**src/rtl/ctrl_map.svh**
```systemverilog
// Purpose: Register offsets, field positions, reset values and timing figures of the control block.
// Assumes: Included by its bare name wherever a figure is needed.
// Notes: Each alias sits at its register's offset plus the alias step.
`ifndef CTRL_MAP_SVH
`define CTRL_MAP_SVH
////////////////////////////////////////////////////////////////////////////////
`define CON1_OFF 8'h00
`define CON2_OFF 8'h10
`define TXST_OFF 8'h20
`define WMARK_OFF 8'h30
`define STAT_OFF 8'h40
`define ALIAS_CLR 2'h1
`define ALIAS_SET 2'h2
`define ALIAS_INV 2'h3
`define ALIAS_LSB 2
`define ALIAS_MSB 3
////////////////////////////////////////////////////////////////////////////////
`define CON1_WMASK 32'hFFFFA390
`define CON2_WMASK 32'h000007F0
`define TXST_WMASK 32'hFFFFFFFC
`define WMARK_WMASK 32'h0000FFFF
`define CON1_RST 32'h00000000
`define CON2_RST 32'h00000000
`define TXST_RST 32'h00000000
`define WMARK_RST 32'h00000408
////////////////////////////////////////////////////////////////////////////////
`define PTV_LSB 16
`define PTV_MSB 31
`define ON_BIT 15
`define IDLE_STOP_BIT 13
`define TXREQ_BIT 9
`define RECEIVE_ENABLE_BIT 8
`define AUTOMATIC_FLOW_CONTROL_BIT 7
`define MANUAL_FLOW_CONTROL_BIT 4
`define BUFDEC_BIT 0
`define RECEIVE_BUFFER_SIZE_LSB 4
`define RECEIVE_BUFFER_SIZE_MSB 10
`define WM_FULL_LSB 0
`define WM_EMPTY_LSB 8
`define STAT_COUNT_LSB 16
`define STAT_FLOW_BIT 0
`define STAT_TX_BIT 1
`define STAT_RX_BIT 2
`define STAT_PAUSE_BIT 3
////////////////////////////////////////////////////////////////////////////////
`define CLK_KHZ 50000
`define TXCLK10_KHZ 2500
`define TXCLK100_KHZ 25000
`define PAUSE_QUANTA 128
`endif

```
**src/rtl/ctrl_pkg.sv**
```systemverilog
// Purpose: Types shared by the control block and its pause generator.
// Assumes: Figures live in ctrl_map.svh.
// Notes: Pause states are one-hot.
package ctrl_pkg;
  typedef enum logic [3:0] {
    PS_IDLE = 4'b0001,
    PS_SEND_ON = 4'b0010,
    PS_WAIT = 4'b0100,
    PS_SEND_OFF = 4'b1000
  } pause_state_t;
  typedef logic [15:0] pause_time_t;
endpackage : ctrl_pkg

```
**src/rtl/pause_gen.sv**
```systemverilog
// Purpose: Issues PAUSE frame requests and times their repetition on the TX clock rate.
// Assumes: Requests are taken when req_valid and req_ready are both high.
// Notes: The TX clock rate is a one-cycle enable from a divider of the main clock.
`timescale 1ns/10ps
`include "ctrl_map.svh"
module pause_gen #(
  parameter int QUANTA = `PAUSE_QUANTA
) (
  input wire logic clock,
  input wire logic rst_n,
  input wire logic enable,
  input wire logic hold,
  input wire logic flow_on,
  input wire logic link_speed_100,
  input wire ctrl_pkg::pause_time_t pause_timer_value,
  input wire logic req_ready,
  output logic req_valid,
  output ctrl_pkg::pause_time_t req_time
);
  import ctrl_pkg::*;
  localparam logic [4:0] DIV10 = 5'(`CLK_KHZ / `TXCLK10_KHZ);
  localparam logic [4:0] DIV100 = 5'(`CLK_KHZ / `TXCLK100_KHZ);
  localparam logic [7:0] HALF_QUANTA = 8'(QUANTA / 2);
  pause_state_t state_q;
  logic [4:0] div_q;
  logic tick_q;
  logic [23:0] wait_q;
  ////////////////////////////////////////////////////////////////////////////////
  // The divider free-runs so a speed change takes effect within one TX period.
  always_ff @(posedge clock or negedge rst_n)
  begin
    if (!rst_n)
    begin
      div_q <= 5'h00;
      tick_q <= 1'b0;
    end
    else if (div_q >= (link_speed_100 ? DIV100 : DIV10) - 5'h01)
    begin
      div_q <= 5'h00;
      tick_q <= 1'b1;
    end
    else
    begin
      div_q <= div_q + 5'h01;
      tick_q <= 1'b0;
    end
  end
  ////////////////////////////////////////////////////////////////////////////////
  always_ff @(posedge clock or negedge rst_n)
  begin
    if (!rst_n)
    begin
      state_q <= PS_IDLE;
      wait_q <= 24'h000000;
    end
    else if (!enable)
    begin
      state_q <= PS_IDLE;
      wait_q <= 24'h000000;
    end
    else if (!hold)
    begin
      case (state_q)
        PS_IDLE:
        begin
          if (flow_on)
          begin
            state_q <= PS_SEND_ON;
          end
        end
        PS_SEND_ON:
        begin
          if (req_ready)
          begin
            state_q <= PS_WAIT;
            wait_q <= 24'(HALF_QUANTA) * 24'(pause_timer_value);
          end
        end
        PS_WAIT:
        begin
          if (!flow_on)
          begin
            state_q <= PS_SEND_OFF;
          end
          else if (tick_q)
          begin
            if (wait_q <= 24'h000001)
            begin
              state_q <= PS_SEND_ON;
            end
            wait_q <= wait_q - 24'h000001;
          end
        end
        PS_SEND_OFF:
        begin
          if (req_ready)
          begin
            state_q <= PS_IDLE;
          end
        end
        default:
        begin
          state_q <= PS_IDLE;
        end
      endcase
    end
  end
  // A frozen generator must not offer its request, or the buffer would take it again every cycle.
  assign req_valid = enable && !hold && ((state_q == PS_SEND_ON) || (state_q == PS_SEND_OFF));
  assign req_time = (state_q == PS_SEND_ON) ? pause_timer_value : 16'h0000;
endmodule : pause_gen

```
**src/rtl/skid_buffer.sv**
```systemverilog
// Purpose: Two-entry buffer with valid and ready on both sides and registered outputs.
// Assumes: Source holds data while valid and not ready.
// Notes: Ready toward the source is low only while the spare entry is occupied.
`timescale 1ns/10ps
module skid_buffer #(
  parameter int WIDTH = 16
) (
  input wire logic clock,
  input wire logic rst_n,
  input wire logic in_valid,
  input wire logic [WIDTH-1:0] in_data,
  output logic in_ready,
  output logic out_valid,
  output logic [WIDTH-1:0] out_data,
  input wire logic out_ready
);
  logic spare_valid_q;
  logic [WIDTH-1:0] spare_q;
  logic in_fire;
  assign in_fire = in_valid && !spare_valid_q;
  assign in_ready = !spare_valid_q;
  always_ff @(posedge clock or negedge rst_n)
  begin
    if (!rst_n)
    begin
      out_valid <= 1'b0;
      out_data <= '0;
      spare_valid_q <= 1'b0;
      spare_q <= '0;
    end
    else if (out_ready || !out_valid)
    begin
      if (spare_valid_q)
      begin
        out_data <= spare_q;
        out_valid <= 1'b1;
        spare_valid_q <= 1'b0;
      end
      else
      begin
        out_data <= in_fire ? in_data : out_data;
        out_valid <= in_fire;
      end
    end
    else if (in_fire)
    begin
      spare_q <= in_data;
      spare_valid_q <= 1'b1;
    end
  end
endmodule : skid_buffer

```
**src/rtl/ethernet_ctrl_flow_control.sv**
```systemverilog
// Purpose: Control registers, transmit and receive enables and PAUSE flow control of the Ethernet block.
// Assumes: Register port strobes are one cycle long; read data appears the cycle after the strobe.
// Notes: PAUSE requests leave through a two-entry buffer so a stalled transmitter loses none.
// What this block does
// - Clear, set, invert aliases at plus 4, 8, 12.
// - Enable bit switches transfers, flow control and pause generator on and off; a request held in the buffer still leaves.
// - Idle stop pauses transfers during system idle.
// - Transmit request starts sending, clears when done.
// - Clearing request drops tx_run the next cycle, without waiting for tx_all_done.
// - Receive enable gates storing of received packets.
// - Automatic flow control follows full and empty watermarks.
// - Manual flow control repeats pause every 64 times value.
// - TX clock rate 2.5 or 25 MHz.
// - Leaving flow control sends one zero pause.
// - Decrement bit reads zero, writing one decrements count.
// - Simultaneous increment and decrement keep the count.
// - Seven-bit buffer size in 16-byte steps.
// - Unimplemented bits read zero, writes ignored.
// - Descriptor table address low two bits zero.
//
// The address-and-strobe port and the register addresses were chosen for this implementation.
`timescale 1ns/10ps
`include "ctrl_map.svh"
module ethernet_ctrl_flow_control #(
  parameter int COUNT_W = 8,
  parameter int PAUSE_QUANTA_TX_CYCLES = `PAUSE_QUANTA
) (
  input wire logic clock,
  input wire logic resetn,
  input wire logic [7:0] addr,
  input wire logic [31:0] wdata,
  input wire logic wr,
  input wire logic rd,
  output logic [31:0] rdata,
  input wire logic system_idle,
  input wire logic link_speed_100,
  input wire logic tx_all_done,
  input wire logic rx_buffer_filled,
  input wire logic pause_ready,
  output logic pause_valid,
  output ctrl_pkg::pause_time_t pause_time,
  output logic tx_run,
  output logic rx_run,
  output logic flow_active,
  output logic [6:0] receive_buffer_size,
  output logic [31:0] tx_table_addr
);
  import ctrl_pkg::*;
  ////////////////////////////////////////////////////////////////////////////////
  logic [1:0] rst_sync_q;
  logic rst_n;
  logic [31:0] con1_q;
  logic [31:0] con2_q;
  logic [31:0] txst_q;
  logic [31:0] wmark_q;
  logic [COUNT_W-1:0] count_q;
  logic flow_auto_q;
  logic [7:0] base;
  logic [1:0] kind;
  logic wr_con1;
  logic wr_con2;
  logic wr_txst;
  logic wr_wmark;
  logic [31:0] con1_d;
  logic dec_req;
  logic inc_req;
  logic paused;
  logic gen_valid;
  logic gen_ready;
  pause_time_t gen_time;
  logic [COUNT_W-1:0] full_mark;
  logic [COUNT_W-1:0] empty_mark;
  ////////////////////////////////////////////////////////////////////////////////
  // Applies a plain, clear, set or invert write and keeps unimplemented bits at zero.
  function automatic logic [31:0] apply(input logic [31:0] old, input logic [31:0] w,
                                        input logic [1:0] k, input logic [31:0] mask);
    logic [31:0] r;
    r = w;
    if (k == `ALIAS_CLR)
    begin
      r = old & ~w;
    end
    else if (k == `ALIAS_SET)
    begin
      r = old | w;
    end
    else if (k == `ALIAS_INV)
    begin
      r = old ^ w;
    end
    return r & mask;
  endfunction : apply
  ////////////////////////////////////////////////////////////////////////////////
  // Reset is released through two flip-flops; only the second is used.
  always_ff @(posedge clock or negedge resetn)
  begin
    if (!resetn)
    begin
      rst_sync_q <= 2'b00;
    end
    else
    begin
      rst_sync_q <= {rst_sync_q[0], 1'b1};
    end
  end
  assign rst_n = rst_sync_q[1];
  ////////////////////////////////////////////////////////////////////////////////
  assign kind = addr[`ALIAS_MSB:`ALIAS_LSB];
  assign base = {addr[7:`ALIAS_MSB+1], 2'b00, addr[1:0]};
  always_comb
  begin
    wr_con1 = 1'b0;
    wr_con2 = 1'b0;
    wr_txst = 1'b0;
    wr_wmark = 1'b0;
    if (wr && base == `CON1_OFF)
    begin
      wr_con1 = 1'b1;
    end
    else if (wr && base == `CON2_OFF)
    begin
      wr_con2 = 1'b1;
    end
    else if (wr && base == `TXST_OFF)
    begin
      wr_txst = 1'b1;
    end
    else if (wr && base == `WMARK_OFF)
    begin
      wr_wmark = 1'b1;
    end
  end
  // A one written through the plain, set or invert port asks for one decrement.
  assign dec_req = wr_con1 && (kind != `ALIAS_CLR) && wdata[`BUFDEC_BIT];
  assign inc_req = rx_buffer_filled && rx_run;
  // A completion in the same cycle as an alias write still clears the request unless the write sets it.
  assign con1_d = apply(tx_all_done ? (con1_q & ~(32'h00000001 << `TXREQ_BIT)) : con1_q, wdata, kind, `CON1_WMASK);
  ////////////////////////////////////////////////////////////////////////////////
  // A software write in the same cycle as transmit completion wins, so a fresh request is kept.
  always_ff @(posedge clock or negedge rst_n)
  begin
    if (!rst_n)
    begin
      con1_q <= `CON1_RST;
    end
    else if (wr_con1)
    begin
      con1_q <= con1_d;
    end
    else if (tx_all_done)
    begin
      con1_q[`TXREQ_BIT] <= 1'b0;
    end
  end
  always_ff @(posedge clock or negedge rst_n)
  begin
    if (!rst_n)
    begin
      con2_q <= `CON2_RST;
      txst_q <= `TXST_RST;
      wmark_q <= `WMARK_RST;
    end
    else
    begin
      if (wr_con2)
      begin
        con2_q <= apply(con2_q, wdata, kind, `CON2_WMASK);
      end
      if (wr_txst)
      begin
        txst_q <= apply(txst_q, wdata, kind, `TXST_WMASK);
      end
      if (wr_wmark)
      begin
        wmark_q <= apply(wmark_q, wdata, kind, `WMARK_WMASK);
      end
    end
  end
  ////////////////////////////////////////////////////////////////////////////////
  // The count saturates at both ends rather than wrapping.
  always_ff @(posedge clock or negedge rst_n)
  begin
    if (!rst_n)
    begin
      count_q <= '0;
    end
    else if (inc_req && dec_req)
    begin
      count_q <= count_q;
    end
    else if (inc_req && count_q != '1)
    begin
      count_q <= count_q + 1'b1;
    end
    else if (dec_req && count_q != '0)
    begin
      count_q <= count_q - 1'b1;
    end
  end
  ////////////////////////////////////////////////////////////////////////////////
  assign full_mark = COUNT_W'(wmark_q[`WM_FULL_LSB+:8]);
  assign empty_mark = COUNT_W'(wmark_q[`WM_EMPTY_LSB+:8]);
  always_ff @(posedge clock or negedge rst_n)
  begin
    if (!rst_n)
    begin
      flow_auto_q <= 1'b0;
    end
    else if (!con1_q[`AUTOMATIC_FLOW_CONTROL_BIT])
    begin
      flow_auto_q <= 1'b0;
    end
    else if (count_q >= full_mark)
    begin
      flow_auto_q <= 1'b1;
    end
    else if (count_q <= empty_mark)
    begin
      flow_auto_q <= 1'b0;
    end
  end
  ////////////////////////////////////////////////////////////////////////////////
  assign paused = con1_q[`IDLE_STOP_BIT] && system_idle;
  always_ff @(posedge clock or negedge rst_n)
  begin
    if (!rst_n)
    begin
      tx_run <= 1'b0;
      rx_run <= 1'b0;
      flow_active <= 1'b0;
    end
    else
    begin
      tx_run <= con1_q[`ON_BIT] && con1_q[`TXREQ_BIT] && !paused;
      rx_run <= con1_q[`ON_BIT] && con1_q[`RECEIVE_ENABLE_BIT] && !paused;
      flow_active <= con1_q[`ON_BIT] && (con1_q[`MANUAL_FLOW_CONTROL_BIT] || (con1_q[`AUTOMATIC_FLOW_CONTROL_BIT] && flow_auto_q));
    end
  end
  always_ff @(posedge clock or negedge rst_n)
  begin
    if (!rst_n)
    begin
      receive_buffer_size <= 7'h00;
      tx_table_addr <= 32'h00000000;
    end
    else
    begin
      receive_buffer_size <= con2_q[`RECEIVE_BUFFER_SIZE_MSB:`RECEIVE_BUFFER_SIZE_LSB];
      tx_table_addr <= txst_q;
    end
  end
  ////////////////////////////////////////////////////////////////////////////////
  pause_gen #(
    .QUANTA(PAUSE_QUANTA_TX_CYCLES)
  ) u_pause (
    .clock(clock),
    .rst_n(rst_n),
    .enable(con1_q[`ON_BIT]),
    .hold(paused),
    .flow_on(flow_active),
    .link_speed_100(link_speed_100),
    .pause_timer_value(con1_q[`PTV_MSB:`PTV_LSB]),
    .req_ready(gen_ready),
    .req_valid(gen_valid),
    .req_time(gen_time)
  );
  skid_buffer #(
    .WIDTH(16)
  ) u_buf (
    .clock(clock),
    .rst_n(rst_n),
    .in_valid(gen_valid),
    .in_data(gen_time),
    .in_ready(gen_ready),
    .out_valid(pause_valid),
    .out_data(pause_time),
    .out_ready(pause_ready)
  );
  ////////////////////////////////////////////////////////////////////////////////
  // Control register aliases read back the register itself; status aliases and unmapped offsets read zero.
  always_ff @(posedge clock or negedge rst_n)
  begin
    if (!rst_n)
    begin
      rdata <= 32'h00000000;
    end
    else if (!rd)
    begin
      rdata <= 32'h00000000;
    end
    else if (base == `CON1_OFF)
    begin
      rdata <= con1_q;
    end
    else if (base == `CON2_OFF)
    begin
      rdata <= con2_q;
    end
    else if (base == `TXST_OFF)
    begin
      rdata <= txst_q;
    end
    else if (base == `WMARK_OFF)
    begin
      rdata <= wmark_q;
    end
    else if (addr == `STAT_OFF)
    begin
      rdata <= 32'h00000000;
      rdata[`STAT_COUNT_LSB+:COUNT_W] <= count_q;
      rdata[`STAT_FLOW_BIT] <= flow_active;
      rdata[`STAT_TX_BIT] <= tx_run;
      rdata[`STAT_RX_BIT] <= rx_run;
      rdata[`STAT_PAUSE_BIT] <= pause_valid;
    end
    else
    begin
      rdata <= 32'h00000000;
    end
  end
endmodule : ethernet_ctrl_flow_control

```
**config.mk**
```make
export PLATFORM = sky130hd
export DESIGN_NAME = ethernet_ctrl_flow_control
export DESIGN_NICKNAME = d
export VERILOG_FILES = /design/src/rtl/ctrl_pkg.sv /design/src/rtl/pause_gen.sv /design/src/rtl/skid_buffer.sv /design/src/rtl/ethernet_ctrl_flow_control.sv
export VERILOG_INCLUDE_DIRS = /design/src /design/src/rtl
export SDC_FILE = /design/constraint.sdc
export NUM_CORES = 1
export LEC_CHECK = 0
export BUFFER_PORTS_ARGS = -buffer_cell sky130_fd_sc_hd__buf_2
export CAP_MARGIN = 30
export CORE_ASPECT_RATIO = 0.6
export CORE_MARGIN = 1.5
export CORE_UTILIZATION = 60
export CTS_CLUSTER_SIZE = 12
export DETAILED_ROUTE_END_ITERATION = 8
export GPL_ROUTABILITY_DRIVEN = 0
export GPL_TIMING_DRIVEN = 0
export PLACE_DENSITY = 0.82
export SYNTH_ARGS = -nofsm -noshare
export SYNTH_HDL_FRONTEND = slang
export SYNTH_SLANG_ARGS = --single-unit
```
**constraint.sdc**
```tcl
create_clock -name clock -period 9.25 [get_ports clock]
set_input_delay 1.85 -clock clock [delete_from_list [all_inputs] [get_ports clock]]
set_output_delay 1.85 -clock clock [all_outputs]
set_load 0.05 [all_outputs]
```
Word-level counts from Yosys, hierarchy flattened
Cells that the tools add are included.
- add/sub/neg operators: 5
- $lt $le $gt $ge: 4
- equality and inequality tests: 23
- multiplexer cells: 60
- bitwise logic cells: 15
- reduce and logical (&&, ||, !) cells: 37
- operator list (cell ; number):
    two-way mux 32 bit ; 10
    two-way mux 24 bit ; 7
    two-way mux 16 bit ; 6
    AND 32 bit ; 2
    OR 32 bit ; 2
    bitwise XOR 32 bit ; 2
    case mux 24 bit (2 select lines) ; 1
    two-way mux 11 bit ; 3
    two-way mux 4 bit ; 8
    NOT 32 bit ; 1
    less-or-equal comparator 24 x 1 -> 1 bit (second input constant) ; 1
    subtractor 24 x 1 -> 24 bit (second input constant) ; 1
    logical AND 1 bit ; 20
    two-way mux 1 bit ; 19
    AND 16 bit ; 1
    two-way mux 8 bit ; 2
    OR 16 bit ; 1
    case mux 4 bit (4 select lines) ; 1
    bitwise XOR 16 bit ; 1
    equality test 6 x 4 -> 1 bit (second input constant) ; 2
    inequality test 3 bit (second input constant) ; 4
    AND 11 bit ; 1
    OR 11 bit ; 1
    bitwise XOR 11 bit ; 1
    32 further kinds ; 46
- register bits after elaboration: 226
- output and inout bits: 91
- logic and storage cells: 166

Longest topological paths before layout
- depth after elaboration: 8
- gate-level depth with buffers: 11
- mapped depth without buffers: 11

Cells and area by module
From an unflattened synthesis, not the netlist that was laid out.
- cell total of the unflattened synthesis: 1378
- area, all modules: 14574.0 µm²
- modules (own cells, without submodules) (module ; instances ; cells each ; area an instance (µm²) ; seq. area each (µm²)):
    ethernet_ctrl_flow_control ; 1 ; 1009 ; 10650.2 ; 3956.3
    pause_gen ; 1 ; 275 ; 2366.0 ; 852.1
    skid_buffer ; 1 ; 94 ; 1557.7 ; 850.8

Worst setup path after synthesis
Ideal clock, no wire load.
- kind: input -> register
- start: in rx_buffer_filled
- end: reg count_q[7]
- setup time: 0.126 ns
- data arrival time: 3.662 ns
- required time: 9.124 ns
- slack: 5.463 ns
- stages on the path: 9
- path buffers: 0
- path through: nand2_1 -> or2_2 -> ha_1 -> a21oi_1 -> o2111ai_1 -> a21o_1 -> a21oi_1 -> mux2_2 -> xnor2_1
- cells in the longest elaborated chain, start to end: 4
- elaborated cells on any way between the ends: 7
- those cells by class: mux: 1; bitwise: 1; reduce/logical: 5
- RTL lines (what ; RTL line ; RTL):
    from (decl) ; ethernet_ctrl_flow_control.sv:38 ; input wire logic rx_buffer_filled,
    logical AND 1 bit * ; ethernet_ctrl_flow_control.sv:135 ; assign inc_req = rx_buffer_filled && rx_run;
    logical AND 1 bit, on equally long branches ; ethernet_ctrl_flow_control.sv:191, ethernet_ctrl_flow_control.sv:187 ;
    nonzero test 2 bit (no source line) or NOT 1 bit (tied branches) ; -- ;
    AND reduction 2 bit (no source line) ; -- ;
    to (signal assigned) ; ethernet_ctrl_flow_control.sv:189 ; count_q <= count_q;
    to (signal assigned) ; ethernet_ctrl_flow_control.sv:193 ; count_q <= count_q + 1'b1;
    to (signal assigned) ; ethernet_ctrl_flow_control.sv:197 ; count_q <= count_q - 1'b1;
    to (decl) ; ethernet_ctrl_flow_control.sv:56 ; logic [COUNT_W-1:0] count_q;
Every way passes the cells marked *; elsewhere a longest branch is shown, timed or not.
A chain may end at the register's enable or synchronous reset.

Worst setup path in the final report
- start: in addr[3]
- end: reg txst_q[30]
- cells in the longest elaborated chain, start to end: 4
- elaborated cells on any way between the ends: 6
- those cells by class: eq/ne: 3; mux: 3
- RTL lines (what ; RTL line ; RTL):
    from (decl) ; ethernet_ctrl_flow_control.sv:30 ; input wire logic [7:0] addr,
    equality test 2 bit (no source line) ; -- ;
    two-way mux 32 bit ; ethernet_ctrl_flow_control.sv:87 ; else if (k == `ALIAS_INV)
    two-way mux 32 bit ; ethernet_ctrl_flow_control.sv:83 ; else if (k == `ALIAS_SET)
    two-way mux 32 bit * ; ethernet_ctrl_flow_control.sv:79 ; if (k == `ALIAS_CLR)
    to (signal assigned) ; ethernet_ctrl_flow_control.sv:160 ; txst_q <= `TXST_RST;
    to (signal assigned) ; ethernet_ctrl_flow_control.sv:171 ; txst_q <= apply(txst_q, wdata, kind, `TXST_WMASK);
    to (decl) ; ethernet_ctrl_flow_control.sv:54 ; logic [31:0] txst_q;
Marked as above.

==> impl_results.md <==
* Initial Util at between 60 and 70%
* Worst path buffer plus inverter count at 4
* Vias/cell at 6.24
* Synth area leaders: dfrtp_1 40%, ha_1 16%, a21oi_1 6.4%
* Total core area at around 22000 um^2
* Port buffer count at between 100 and 150
* Maximum operating frequency at roughly 230 MHz
* Setup crit start kind: primary input
* Post-route setup TNS at 0 ns
* Fin util at 70.4%
* Post-DRT Antenna Nets at 0
* Ys async rst share at 100%
* Crit. End Element: register
* Clock transition at path regs at 0.06 ns
* Global Route Usage Sum at 35.3%
* Clock Sinks at 226
* Seq/Total Area, Yosys at about two fifths
* Final setup viols at 0
* Drt drc at 0
* Final Net Count at 1880
* Crit path max-delay cell type: clkbuf_1
* Clock Latency Late Sink at 0.53 ns
* RSZ-0062 raised after global routing: false
* Die Width at 200 um
* Share of cells above drive strength 1 at between 10% and 20%
* Overflow after GRT at 0
* Die Ht at roughly 120 um
* Synth top area share at 40.0%
* Yosys Warn Count at 0
* PwrDens at 234 nW/um^2
* Routed via count at around 12000
* Max-Slew Margin vs Limit at between 20% and 30%
* CP Cell Sequence: clkbuf_1 -> clkbuf_1 -> clkbuf_1 -> clkbuf_1 -> a211oi_1 -> a21oi_1 -> a21oi_1
* Total CTS buffers at 23
* Hold_buf cts at 0
* Kind of critical path: primary input to register
* Syn Inst Count at 1488
* Cell Area, Synth at 14000 um^2
* Fin crit share at 46.9%
* Clock Path Buffers at 3
* Hold Violations, Final at 0
* Leakage Power at roughly 7.7 nW
* Largest area contributor in the netlist: dfrtp_1
* Postcts setup bufs at 0
* Antenna violations before repair at 0
* Clock Root Buffer: clkbuf_16
* Worst vdd ir at 0.179 mV
* FF+latch count, synth at approximately 230
* Top_reg_cell synth: dfrtp_1
* Crit path top cell by count: clkbuf_1
* Max-slew violations at 0
* H-Tree Depth at 1
* Number of synthesized flops with an enable pin at 0
* Worst slew pin tran at 1.07 ns
* Status: finished clean
* Design Power at 0.00369 W
* Netlist cell types at 56
* Setup Skew at 0.0109 ns
* DRT iter0 DRCs at 1644
* Die Area at 24200 um^2
* Worst EP required at 9.62 ns
* WL final at 42200 um
* Fillers at 1691
* CTS tree: yes
* Final WS setup at 4.91 ns
* Arrival @ worst endpoint at between 4 and 5 ns
* Layout overhead on the synthesized area at 13.2%
* Worst path max stage delay at 0.73 ns
* CTS resizes at 0
* Max-cap violations at 0
* First-pass GRT wire length at approximately 65000 um
* Rows at 42
* Delay-heaviest family, CP: buffers and inverters
* Syn avg cell area at 9.38 um^2
* Routed length per instance at about 21 um
* IO Pins at 140
* Largest net degree at the start of global routing at 76
* Hpwl dp at 30600 um
* Final min period at roughly 4.3 ns
* Max FO, Critical Path at 10
* Vias in the first global route at 11708
* Place WS at 4.68 ns
* 1st-pass router iterations at 6
* Hold crit path type: register to asynchronous set/reset pin
sequential cells by signal, indices dropped and copies added (netlist names), 8 cells and up:
register        count
u_buf.out_data     16
count_q             8
tx_table_addr      30
u_pause.wait_q     24
rdata              32
u_buf.spare_q      16
txst_q             30
wmark_q            16
con1_q             22
synth_stat cells (all sizes together), types with 4 or more instances:
| cell | instances |
|---|---|
| a211oi | 97 |
| a21o | 6 |
| a21oi | 179 |
| a22oi | 8 |
| a31oi | 7 |
| buf | 11 |
| clkbuf | 78 |
| dfrtp | 223 |
| ha | 177 |
| inv | 126 |
| mux2 | 76 |
| mux2i | 20 |
| nand2 | 83 |
| nand2b | 8 |
| nand3 | 14 |
| nand4 | 7 |
| nor2 | 166 |
| nor2b | 7 |
| nor3 | 17 |
| nor4 | 10 |
| o21ai | 89 |
| o221a | 4 |
| o2bb2ai | 4 |
| or3 | 7 |
| or4 | 5 |
| xnor2 | 11 |
| xor2 | 6 |
layer usage:
metal	global-route usage, %	up-vias	part of all wire (%)
met2	48.9	842	40
li1	-	5505	-
met5	0	-	0
met3	12.1	140	14
met4	11.1	0	3.6
met1	51.5	5823	42
worst paths after layout:
| path | cells past startpoint | startpoint | endpoint | slack [ns] |
|---|---|---|---|---|
| max in group asynchronous | 2 | rst_sync_q[1] | receive_buffer_size[3] | 7.91 |
| max | 7 | addr[3] | txst_q[30] | 4.91 |
| min in group clock | 0 | rst_sync_q[0] | rst_sync_q[1] | 0.36 |
| max reg2reg | 10 | count_q[6] | count_q[7] | 6.31 |
| min reg2reg | 0 | rst_sync_q[1] | u_pause.wait_q[23] | 0.33 |
| min | 0 | rst_sync_q[1] | u_pause.wait_q[23] | 0.33 |
per-stage QoR:
stage          cell area, um^2  hold slack, ns  instances
2_1_floorplan            14000           0.331       1489
3_3_place_gp             15000           0.334       1932
3_5_place_dp             15100           0.340       1936
4_1_cts                  15800           0.355       1971
5_1_grt                  15800           0.380       1971
6_report                 15800           0.328       1972
layout make-up:
class                           instances  area, um^2  share of cell area [%]
Multi-Input combinational cell       1048        7480                    47.4
Sequential cell                       226        5660                    35.8
Timing Repair Buffer                  139         769                    4.87
Clock buffer                           32         629                    3.98
Inverter                              126         473                    2.99
Tap cell                              308         385                    2.44
Buffer                                 89         347                    2.19
Clock inverter                          3        43.8                   0.277
Antenna cell                            1        2.50                  0.0158
cells in the final DEF (no fill, tap or decap), drive strengths merged, types with 8 or more instances in the layout:
cell	count
mux2	76
buf	149
clkbuf	110
nor3	17
nor4	10
nor2	166
ha	177
dfrtp	223
nand2b	8
o21ai	89
a22oi	8
mux2i	20
nand2	83
xnor2	11
inv	127
a21oi	179
a211oi	97
nand3	14
report_power, final:
part / switching [W] / internal, W
logic: 0.000877 / 0.000481
clock network: 0.000389 / 0.000497
registers: 0.000251 / 0.00120
cells by family after synthesis:
group	after synthesis	synth area share [%]
other	2	0.0538
and+or+nand+nor	339	11.0
adders and majority gates	178	16.0
buffers and inverters	215	5.87
AOI/OAI and AO/OA	413	17.6
muxes	98	7.89
DFF	226	40.5
xor gates and xnor gates	17	1.07
Power figures use the tool's default switching activity.
